===== config.mk =====
export PLATFORM = sky130hd
export DESIGN_NAME = acc_ctl
export DESIGN_NICKNAME = d
export VERILOG_FILES = /design/src/hw/acc_pkg.sv /design/src/hw/acc_sync3.sv /design/src/hw/acc_ctl.sv
export VERILOG_INCLUDE_DIRS = /design/src /design/src/hw
export SDC_FILE = /design/constraint.sdc
export NUM_CORES = 1
export LEC_CHECK = 0
export BUFFER_PORTS_ARGS = -buffer_cell sky130_fd_sc_hd__buf_2
export CORE_MARGIN = 10
export CORE_UTILIZATION = 40
export CTS_BUF_LIST = sky130_fd_sc_hd__clkbuf_8
export DETAILED_ROUTE_END_ITERATION = 6
export PLACE_DENSITY = 0.63
export SLEW_MARGIN = 20
export SYNTH_ARGS = -nofsm -noshare
export SYNTH_HDL_FRONTEND = slang
export SYNTH_SLANG_ARGS = --single-unit

===== constraint.sdc =====
create_clock -name ref_clk_i -period 1.3 [get_ports ref_clk_i]
set_input_delay 0.065 -clock ref_clk_i [delete_from_list [all_inputs] [get_ports ref_clk_i]]
set_output_delay 0.065 -clock ref_clk_i [all_outputs]
set_load 0.01 [all_outputs]

===== src/hw/acc_consts.svh =====
// offsets, field positions, reset values and counts for the comparator
// control; included by the package user files, definitions only
`ifndef ACC_CONSTS_SVH
`define ACC_CONSTS_SVH
// register offsets on the 3-bit byte address
`define ACC_OFF_CTRL 3'h0
`define ACC_OFF_MUX 3'h2
`define ACC_OFF_IEN 3'h6
`define ACC_OFF_STAT 3'h7
// comparator_control fields
`define ACC_CTRL_EN 0
`define ACC_CTRL_HYS 2:1
`define ACC_CTRL_EDGE 5:4
`define ACC_CTRL_PIN_OUTPUT_ENABLE 6
`define ACC_CTRL_RUNSTBY 7
`define ACC_CTRL_MASK 8'hf7
// input_select_control fields
`define ACC_MUX_NEG 1:0
`define ACC_MUX_POS 3
`define ACC_MUX_INV 7
`define ACC_MUX_MASK 8'h8b
// irq_enable_control and comparator_status fields
`define ACC_IEN_CMP 0
`define ACC_STAT_CMP 0
`define ACC_STAT_STATE 4
// reset value of every register
`define ACC_RESET 8'h00
// irq_edge_select encodings
`define ACC_EDGE_BOTH 2'h0
`define ACC_EDGE_FALL 2'h2
`define ACC_EDGE_RISE 2'h3
// synchroniser depth
`define ACC_SYNC_STAGES 3
`endif


===== src/hw/acc_pkg.sv =====
// types shared by the comparator control files
// assumes nothing beyond a systemverilog compiler
package acc_pkg;
  // sleep state reported by the power manager
  typedef enum logic [1:0] {
    acc_active,
    acc_idle,
    acc_standby,
    acc_pwrdown
  } acc_sleep_t;
  // settings handed to the analog core
  typedef struct packed {
    logic enable;
    logic [1:0] hysteresis_select;
    logic positive_input_select;
    logic [1:0] negative_input_select;
  } acc_analog_t;
endpackage


===== src/hw/acc_sync3.sv =====
// three-stage synchroniser for the comparator level
// assumes the input is asynchronous to ref_clk_i
`timescale 1ns/10ps
`include "acc_consts.svh"
module acc_sync3
(
  input wire logic ref_clk_i,
  input wire logic reset_i,
  input wire logic async_i,
  output logic level_o,
  output logic agree_o
);
  // shift chain; stage 0 is read only by stage 1
  logic [`ACC_SYNC_STAGES-1:0] stage;

  genvar gi;
  generate
    for (gi = 0; gi < `ACC_SYNC_STAGES; gi++)
    begin : g_stage
      // stage 0 takes async_i, each later stage takes the one before it
      always_ff @(posedge ref_clk_i)
      begin
        if (reset_i)
          stage[gi] <= 1'b0;
        else if (gi == 0)
          stage[gi] <= async_i;
        else
          stage[gi] <= stage[(gi == 0) ? 0 : gi - 1];
      end
    end
  endgenerate

  // a change counts once the last two stages agree
  assign level_o = stage[`ACC_SYNC_STAGES-1];
  assign agree_o = stage[`ACC_SYNC_STAGES-1] == stage[`ACC_SYNC_STAGES-2];
endmodule


===== src/hw/acc_ctl.sv =====
// digital control around one voltage comparator
// assumes an analog core that returns one raw compare bit
`timescale 1ns/10ps
`include "acc_consts.svh"
module acc_ctl
(
  input wire logic ref_clk_i,
  input wire logic reset_i,
  input wire logic [2:0] reg_addr_i,
  input wire logic [7:0] reg_wdata_i,
  input wire logic reg_write_i,
  input wire logic reg_read_i,
  output logic [7:0] reg_rdata_o,
  input wire acc_pkg::acc_sleep_t sleep_mode_i,
  input wire logic clk_req_other_i,
  input wire logic cmp_raw_i,
  output acc_pkg::acc_analog_t analog_cfg_o,
  output logic event_o,
  output logic pin_out_o,
  output logic pin_oe_n_o,
  output logic irq_o
);
  // true when the access hits the given offset
  function automatic logic hit(input logic [2:0] addr,
                               input logic [2:0] off);
    hit = addr == off;
  endfunction

  // software registers, status state and next-edge values
  logic [7:0] ctrl; // comparator_control
  logic [7:0] mux; // input_select_control
  logic inten; // comparator_irq_bit enable
  logic flag; // comparator interrupt flag
  logic state; // synchronised comparator state
  logic next_flag; // flag after this edge
  logic next_en; // comparator enable after this edge
  logic next_oe; // pin enable after this edge

  // decoded strobes
  logic wr_ctrl;
  logic wr_mux;
  logic wr_ien;
  logic wr_stat;

  // comparator path
  logic cmp_out; // inverted and gated result
  logic sync_level; // last synchroniser stage
  logic sync_agree; // last two stages agree
  logic stat_upd; // status may change this cycle
  logic change; // synchronised output moved
  logic qualify; // change matches the edge field
  logic standby_halt; // standby without run-in-standby

  // field views
  logic [1:0] edge_sel;
  logic run_stby;
  logic out_en;

  assign edge_sel = ctrl[`ACC_CTRL_EDGE];
  assign run_stby = ctrl[`ACC_CTRL_RUNSTBY];
  assign out_en = ctrl[`ACC_CTRL_PIN_OUTPUT_ENABLE];

  // write decode
  always_comb
  begin
    wr_ctrl = 1'b0;
    wr_mux = 1'b0;
    wr_ien = 1'b0;
    wr_stat = 1'b0;
    if (!reg_write_i)
      wr_ctrl = 1'b0;
    else if (hit(reg_addr_i, `ACC_OFF_CTRL))
      wr_ctrl = 1'b1;
    else if (hit(reg_addr_i, `ACC_OFF_MUX))
      wr_mux = 1'b1;
    else if (hit(reg_addr_i, `ACC_OFF_IEN))
      wr_ien = 1'b1;
    else if (hit(reg_addr_i, `ACC_OFF_STAT))
      wr_stat = 1'b1;
  end

  // comparator_control; hysteresis and edge fields stored here
  always_ff @(posedge ref_clk_i)
  begin
    if (reset_i)
      ctrl <= `ACC_RESET;
    else if (wr_ctrl)
      ctrl <= reg_wdata_i & `ACC_CTRL_MASK;
  end

  // input_select_control; reserved bits stay zero
  always_ff @(posedge ref_clk_i)
  begin
    if (reset_i)
      mux <= `ACC_RESET;
    else if (wr_mux)
      mux <= reg_wdata_i & `ACC_MUX_MASK;
  end

  // interrupt enable
  always_ff @(posedge ref_clk_i)
  begin
    if (reset_i)
      inten <= 1'b0;
    else if (wr_ien)
      inten <= reg_wdata_i[`ACC_IEN_CMP];
  end

  // sleep handling; debug halt has no input here at all
  // so it cannot stop or alter anything
  always_comb
  begin
    standby_halt = 1'b0;
    stat_upd = 1'b1;
    case (sleep_mode_i)
      acc_pkg::acc_active:
      begin
        stat_upd = 1'b1;
      end
      acc_pkg::acc_idle:
      begin
        stat_upd = 1'b1;
      end
      acc_pkg::acc_standby:
      begin
        standby_halt = !run_stby;
        // no peripheral clock unless someone else asks
        stat_upd = clk_req_other_i;
      end
      acc_pkg::acc_pwrdown:
      begin
        stat_upd = 1'b0;
      end
      default:
      begin
        stat_upd = 1'b0;
      end
    endcase
  end

  // core and pad enables; software is trusted to set the
  // inputs before enabling and to ignore start-up glitches
  always_comb
  begin
    next_en = ctrl[`ACC_CTRL_EN];
    next_oe = out_en;
    if (sleep_mode_i == acc_pkg::acc_pwrdown)
    begin
      next_en = 1'b0;
      next_oe = 1'b0;
    end
    else if (standby_halt)
    begin
      next_en = 1'b0;
      next_oe = 1'b0;
    end
  end

  // analog settings, registered so the core sees clean levels
  always_ff @(posedge ref_clk_i)
  begin
    if (reset_i)
      analog_cfg_o <= '0;
    else
    begin
      analog_cfg_o.enable <= next_en;
      analog_cfg_o.hysteresis_select <= ctrl[`ACC_CTRL_HYS];
      analog_cfg_o.positive_input_select <= mux[`ACC_MUX_POS];
      analog_cfg_o.negative_input_select <= mux[`ACC_MUX_NEG];
    end
  end

  // pad enable, low while the pin is driven
  always_ff @(posedge ref_clk_i)
  begin
    if (reset_i)
      pin_oe_n_o <= 1'b1;
    else
      pin_oe_n_o <= !next_oe;
  end

  // the core drives high when positive exceeds negative;
  // invert is applied once here so every consumer sees it
  assign cmp_out = analog_cfg_o.enable
                   & (cmp_raw_i ^ mux[`ACC_MUX_INV]);

  // event and pad paths bypass the clock on purpose: they
  // must keep moving in standby with the clock stopped
  assign event_o = cmp_out;
  assign pin_out_o = cmp_out;

  // bring the result into the clock domain
  acc_sync3 u_sync
  (
    .ref_clk_i(ref_clk_i),
    .reset_i(reset_i),
    .async_i(cmp_out),
    .level_o(sync_level),
    .agree_o(sync_agree)
  );

  // a settled change of the synchronised level
  assign change = sync_agree && (sync_level != state);

  // edge qualification; the reserved code never fires
  always_comb
  begin
    qualify = 1'b0;
    case (edge_sel)
      `ACC_EDGE_BOTH: qualify = change;
      `ACC_EDGE_FALL: qualify = change && !sync_level;
      `ACC_EDGE_RISE: qualify = change && sync_level;
      default: qualify = 1'b0;
    endcase
  end

  // state bit follows the settled level, frozen while the
  // status may not update
  always_ff @(posedge ref_clk_i)
  begin
    if (reset_i)
      state <= 1'b0;
    else if (stat_upd && sync_agree)
      state <= sync_level;
  end

  // flag: a set in the same cycle as a clear wins
  always_comb
  begin
    next_flag = flag;
    if (wr_stat && reg_wdata_i[`ACC_STAT_CMP])
      next_flag = 1'b0;
    if (stat_upd && qualify)
      next_flag = 1'b1;
  end

  // interrupt flag register
  always_ff @(posedge ref_clk_i)
  begin
    if (reset_i)
      flag <= 1'b0;
    else
      flag <= next_flag;
  end

  // request follows flag and enable from the same edge;
  // it stays up until the flag or the enable goes
  always_ff @(posedge ref_clk_i)
  begin
    if (reset_i)
      irq_o <= 1'b0;
    else if (wr_ien)
      irq_o <= next_flag & reg_wdata_i[`ACC_IEN_CMP];
    else
      irq_o <= next_flag & inten;
  end

  // read data, one cycle after the strobe; unmapped reads zero
  always_ff @(posedge ref_clk_i)
  begin
    if (reset_i)
      reg_rdata_o <= 8'h00;
    else if (!reg_read_i)
      reg_rdata_o <= 8'h00;
    else if (hit(reg_addr_i, `ACC_OFF_CTRL))
      reg_rdata_o <= ctrl;
    else if (hit(reg_addr_i, `ACC_OFF_MUX))
      reg_rdata_o <= mux;
    else if (hit(reg_addr_i, `ACC_OFF_IEN))
      reg_rdata_o <= {7'h00, inten};
    else if (hit(reg_addr_i, `ACC_OFF_STAT))
      reg_rdata_o <= {3'h0, state, 3'h0, flag};
    else
      reg_rdata_o <= 8'h00;
  end
endmodule


==> impl_metrics.tcl <==
set metrics [dict create \
    status "finished with violations" \
    violations "negative setup slack" \
    dp_cells 195 \
    die_h_um 74.57 \
    num_antenna_cells 0 \
    dr.pass1.iters 4 \
    startpoint_type "flip-flop" \
    slowest_stage "or4_4" \
    cts_inserted_buffers 5 \
    relSlewSlack 0.6717 \
    wl_um 2698 \
    muxShareOfSynthArea 0.06723 \
    post-place-ws_ps -22.95 \
    grt_use_total 0.1076 \
    arrival_ps 1530 \
    hold_path.class "in -> reg" \
    grt_pass1_wl_um 4574 \
    drcViolationCount 0 \
    rr_startpoint "u_sync.stage[1]" \
    grt-ovfl-total 0 \
    cp.required_ps 1530 \
    syn_inst 129 \
    clk_latency_ps 280 \
    dieArea_mm2 0.005561 \
    synth_compound_area_frac 0.08508 \
    fin_worst_skew_ps 6.442 \
    place_area_mm2 0.001424 \
    total_power_mw 2.112 \
    period_share 1.003 \
    cap_violations 0 \
    postSynthNetCount 148 \
    wl_per_cell_um 13.16 \
    leakage_nw 0.6858 \
    finalSetupTns_ps -5.888 \
    cpPeakStageDelay_ps 530 \
    yosys.area_share.simple 0.2521 \
    avgSynthCellArea_um2 9.234 \
    synth_top_family_by_area "simple AND/OR/NAND/NOR gates" \
    fin_nets 192 \
    max_freq_mhz 767.2 \
    gp_congestion 0.6881 \
    io_buffers 36 \
    ys_seq_area_frac 0.5546 \
    hp-start "reg_wdata_i[3]" \
    r2r_slack_ps -3 \
    drive_gt1_frac 0.3333 \
    clock_path_buffers 2 \
    cts_tree "built" \
    grt_max_degree 24 \
    grt_pass1_vias 1009 \
    cp-end-kind "flip-flop" \
    ctsRootBufferMaster "clkbuf_8" \
    finalWorstSetupSlack_ps -3.424 \
    ys_seq_elements 33 \
    io_pins 37 \
    antenna_found_initial 0 \
    finalMaxSlewViolations 0 \
    crit_chain "inv_2, a22o_1, or4_4, a21boi_2" \
    finalHoldViolCount 0 \
    floorplan.rows 19 \
    ant_nets 0 \
    synth_xor_area_frac 0.007353 \
    hpwl_um 2084 \
    path_max_fanout 2 \
    synth_warnings 0 \
    clock_sinks 33 \
    clk_pin_slew_worst_paths_ps 70 \
    start_util 0.4246 \
    synth_fa_ha_area_frac 0 \
    netlist-cell-type-count 27 \
    powerDensity_mw_per_mm2 1350 \
    worst_slew_pin_slew_ps 487.9 \
    syn2layout_area_growth_pct 31.30 \
    via_per_inst 5.044 \
    drtIter0Drc 189 \
    final_cell_area_mm2 0.001564 \
    routed-via-count 1034 \
    crit_start "u_sync.stage[1]" \
    die_x_um 74.57 \
    vdd_drop_max_mv 0.9124 \
    netlist_area_mm2 0.001191 \
    core_mm2 0.002805 \
    post-route-min-period_ps 1303 \
    setup-violations-final 2 \
    stdcell_count 205 \
    cts.htree.levels 2 \
    grt_setup_unrepaired "yes" \
    worstSetupPathType "reg -> reg" \
]
[flip-flops by register name, summed over array words and instances, names as in the netlist]
| register | flops |
|---|---|
| irq_o | 1 |
| u_sync.stage | 2 |
| pin_oe_n_o | 1 |
| ctrl | 7 |
| reg_rdata_o | 8 |
| u_sync.level_o | 1 |
| analog_cfg_o | 6 |
| flag | 1 |
| inten | 1 |
| state | 1 |
| mux | 4 |
[kinds of logic (layout without fill, tap and decap cells)]
kind of cell / count (synthesis) / in the layout
and+or+nand+nor: 59 / 59
muxes: 8 / 8
xor gates and xnor gates: 1 / 1
buffers and inverters: 9 / 54
AOI/OAI and AO/OA: 19 / 19
DFF: 33 / 33
[layer usage]
| metal | vias to the layer above | track usage | part of all wire |
|---|---|---|---|
| met2 | 36 | 0.1662 | 0.47 |
| met1 | 477 | 0.1212 | 0.41 |
| met3 | 6 | 0.06250 | 0.11 |
| li1 | 515 | - | - |
| met5 | - | 0 | 0 |
| met4 | 0 | 0.03782 | 0.013 |
[power by group]
part	switching [mW]	leakage [nW]	internal [mW]	total (mW)
logic	0.0620	0.356	0.0499	0.112
clock network	0.356	0.0626	0.616	0.972
registers	0.00592	0.267	1.02	1.03
[path summary, 6_finish.rpt]
kind | endpoint | depth (start not counted)
worst max register to register | irq_o | 4
worst max-delay path | irq_o | 4
worst min register to register | pin_oe_n_o | 1
worst min-delay path | mux[3] | 3
[through the flow]
| step | util | hold WS, ps |
|---|---|---|
| finish | 0.5575 | 9.785 |
| global route | 0.5575 | 27.09 |
| CTS | 0.5544 | 12.83 |
| detailed placement | 0.5076 | 310.4 |
| global placement | 0.5076 | 298.9 |
| floorplan | - | 136.6 |
[area by class of cell]
type | instances | area [um2]
clock buffer | 6 | 82.58
clock inverter | 2 | 33.78
fill | 258 | 1241
inverter | 2 | 7.507
multi-input combinational | 87 | 498.0
sequential | 33 | 663.1
tap | 31 | 38.79
timing repair buffer | 44 | 240.2
[synthesized netlist by cell type (all sizes together)]
library cell	instances	area, um2
a21boi	1	7.510
a21oi	13	65.06
a22o	1	8.760
and2	6	37.54
and3	1	6.260
buf	3	17.52
clkbuf	4	15.01
dfxtp	33	660.6
inv	2	7.500
mux2i	8	80.08
nand2	21	78.83
nand2b	3	18.77
nand3	3	15.01
nand4	1	6.260
nand4b	1	8.760
nor2	10	37.54
nor2b	7	43.79
nor3	2	15.01
nor4	1	6.260
nor4b	1	8.760
o21ai	4	20.02
or3	1	6.260
or4	1	11.26
xor2	1	8.760
[worst max-delay path, delay by kind of cell (launching register included)]
family / cells / cell delay (ps)
AOI/OAI and AO/OA: 2 / 350
buffers and inverters: 1 / 30
DFF: 1 / 330
and+or+nand+nor: 1 / 530
[layout by cell type (no fill, tap or decap)]
master | netlist | layout
buf_2 | 2 | 36
dfxtp_1 | 33 | 31
nand2_1 | 21 | 21
a21oi_1 | 13 | 12
nor2_1 | 10 | 10
mux2i_1 | 8 | 8
buf_4 | 1 | 8
nor2b_1 | 7 | 7
and2_1 | 6 | 6
clkbuf_8 | 0 | 6
o21ai_0 | 4 | 4
nand2b_1 | 3 | 3
nand3_1 | 3 | 3
inv_1 | 1 | 2
dfxtp_2 | 0 | 2
xor2_1 | 1 | 1
nor3_2 | 1 | 1
nor3_1 | 1 | 1
nor4_1 | 1 | 1
inv_2 | 1 | 1
nand4b_1 | 1 | 1
a22o_1 | 1 | 1
and3_1 | 1 | 1
or4_4 | 1 | 1
a21oi_2 | 0 | 1
a21boi_2 | 0 | 1
or3_1 | 1 | 1
nand4_1 | 1 | 1
nor4b_1 | 1 | 1
bufinv_16 | 0 | 1
[timing repair]
action | CTS | global route
hold buffers | 0 | 0
pin swaps | 3 | 1
endpoints found under the setup margin | 2 | 2
setup buffers | 1 | 1
gates resized for setup | 2 | 1
(Power assumes the default switching activity.)
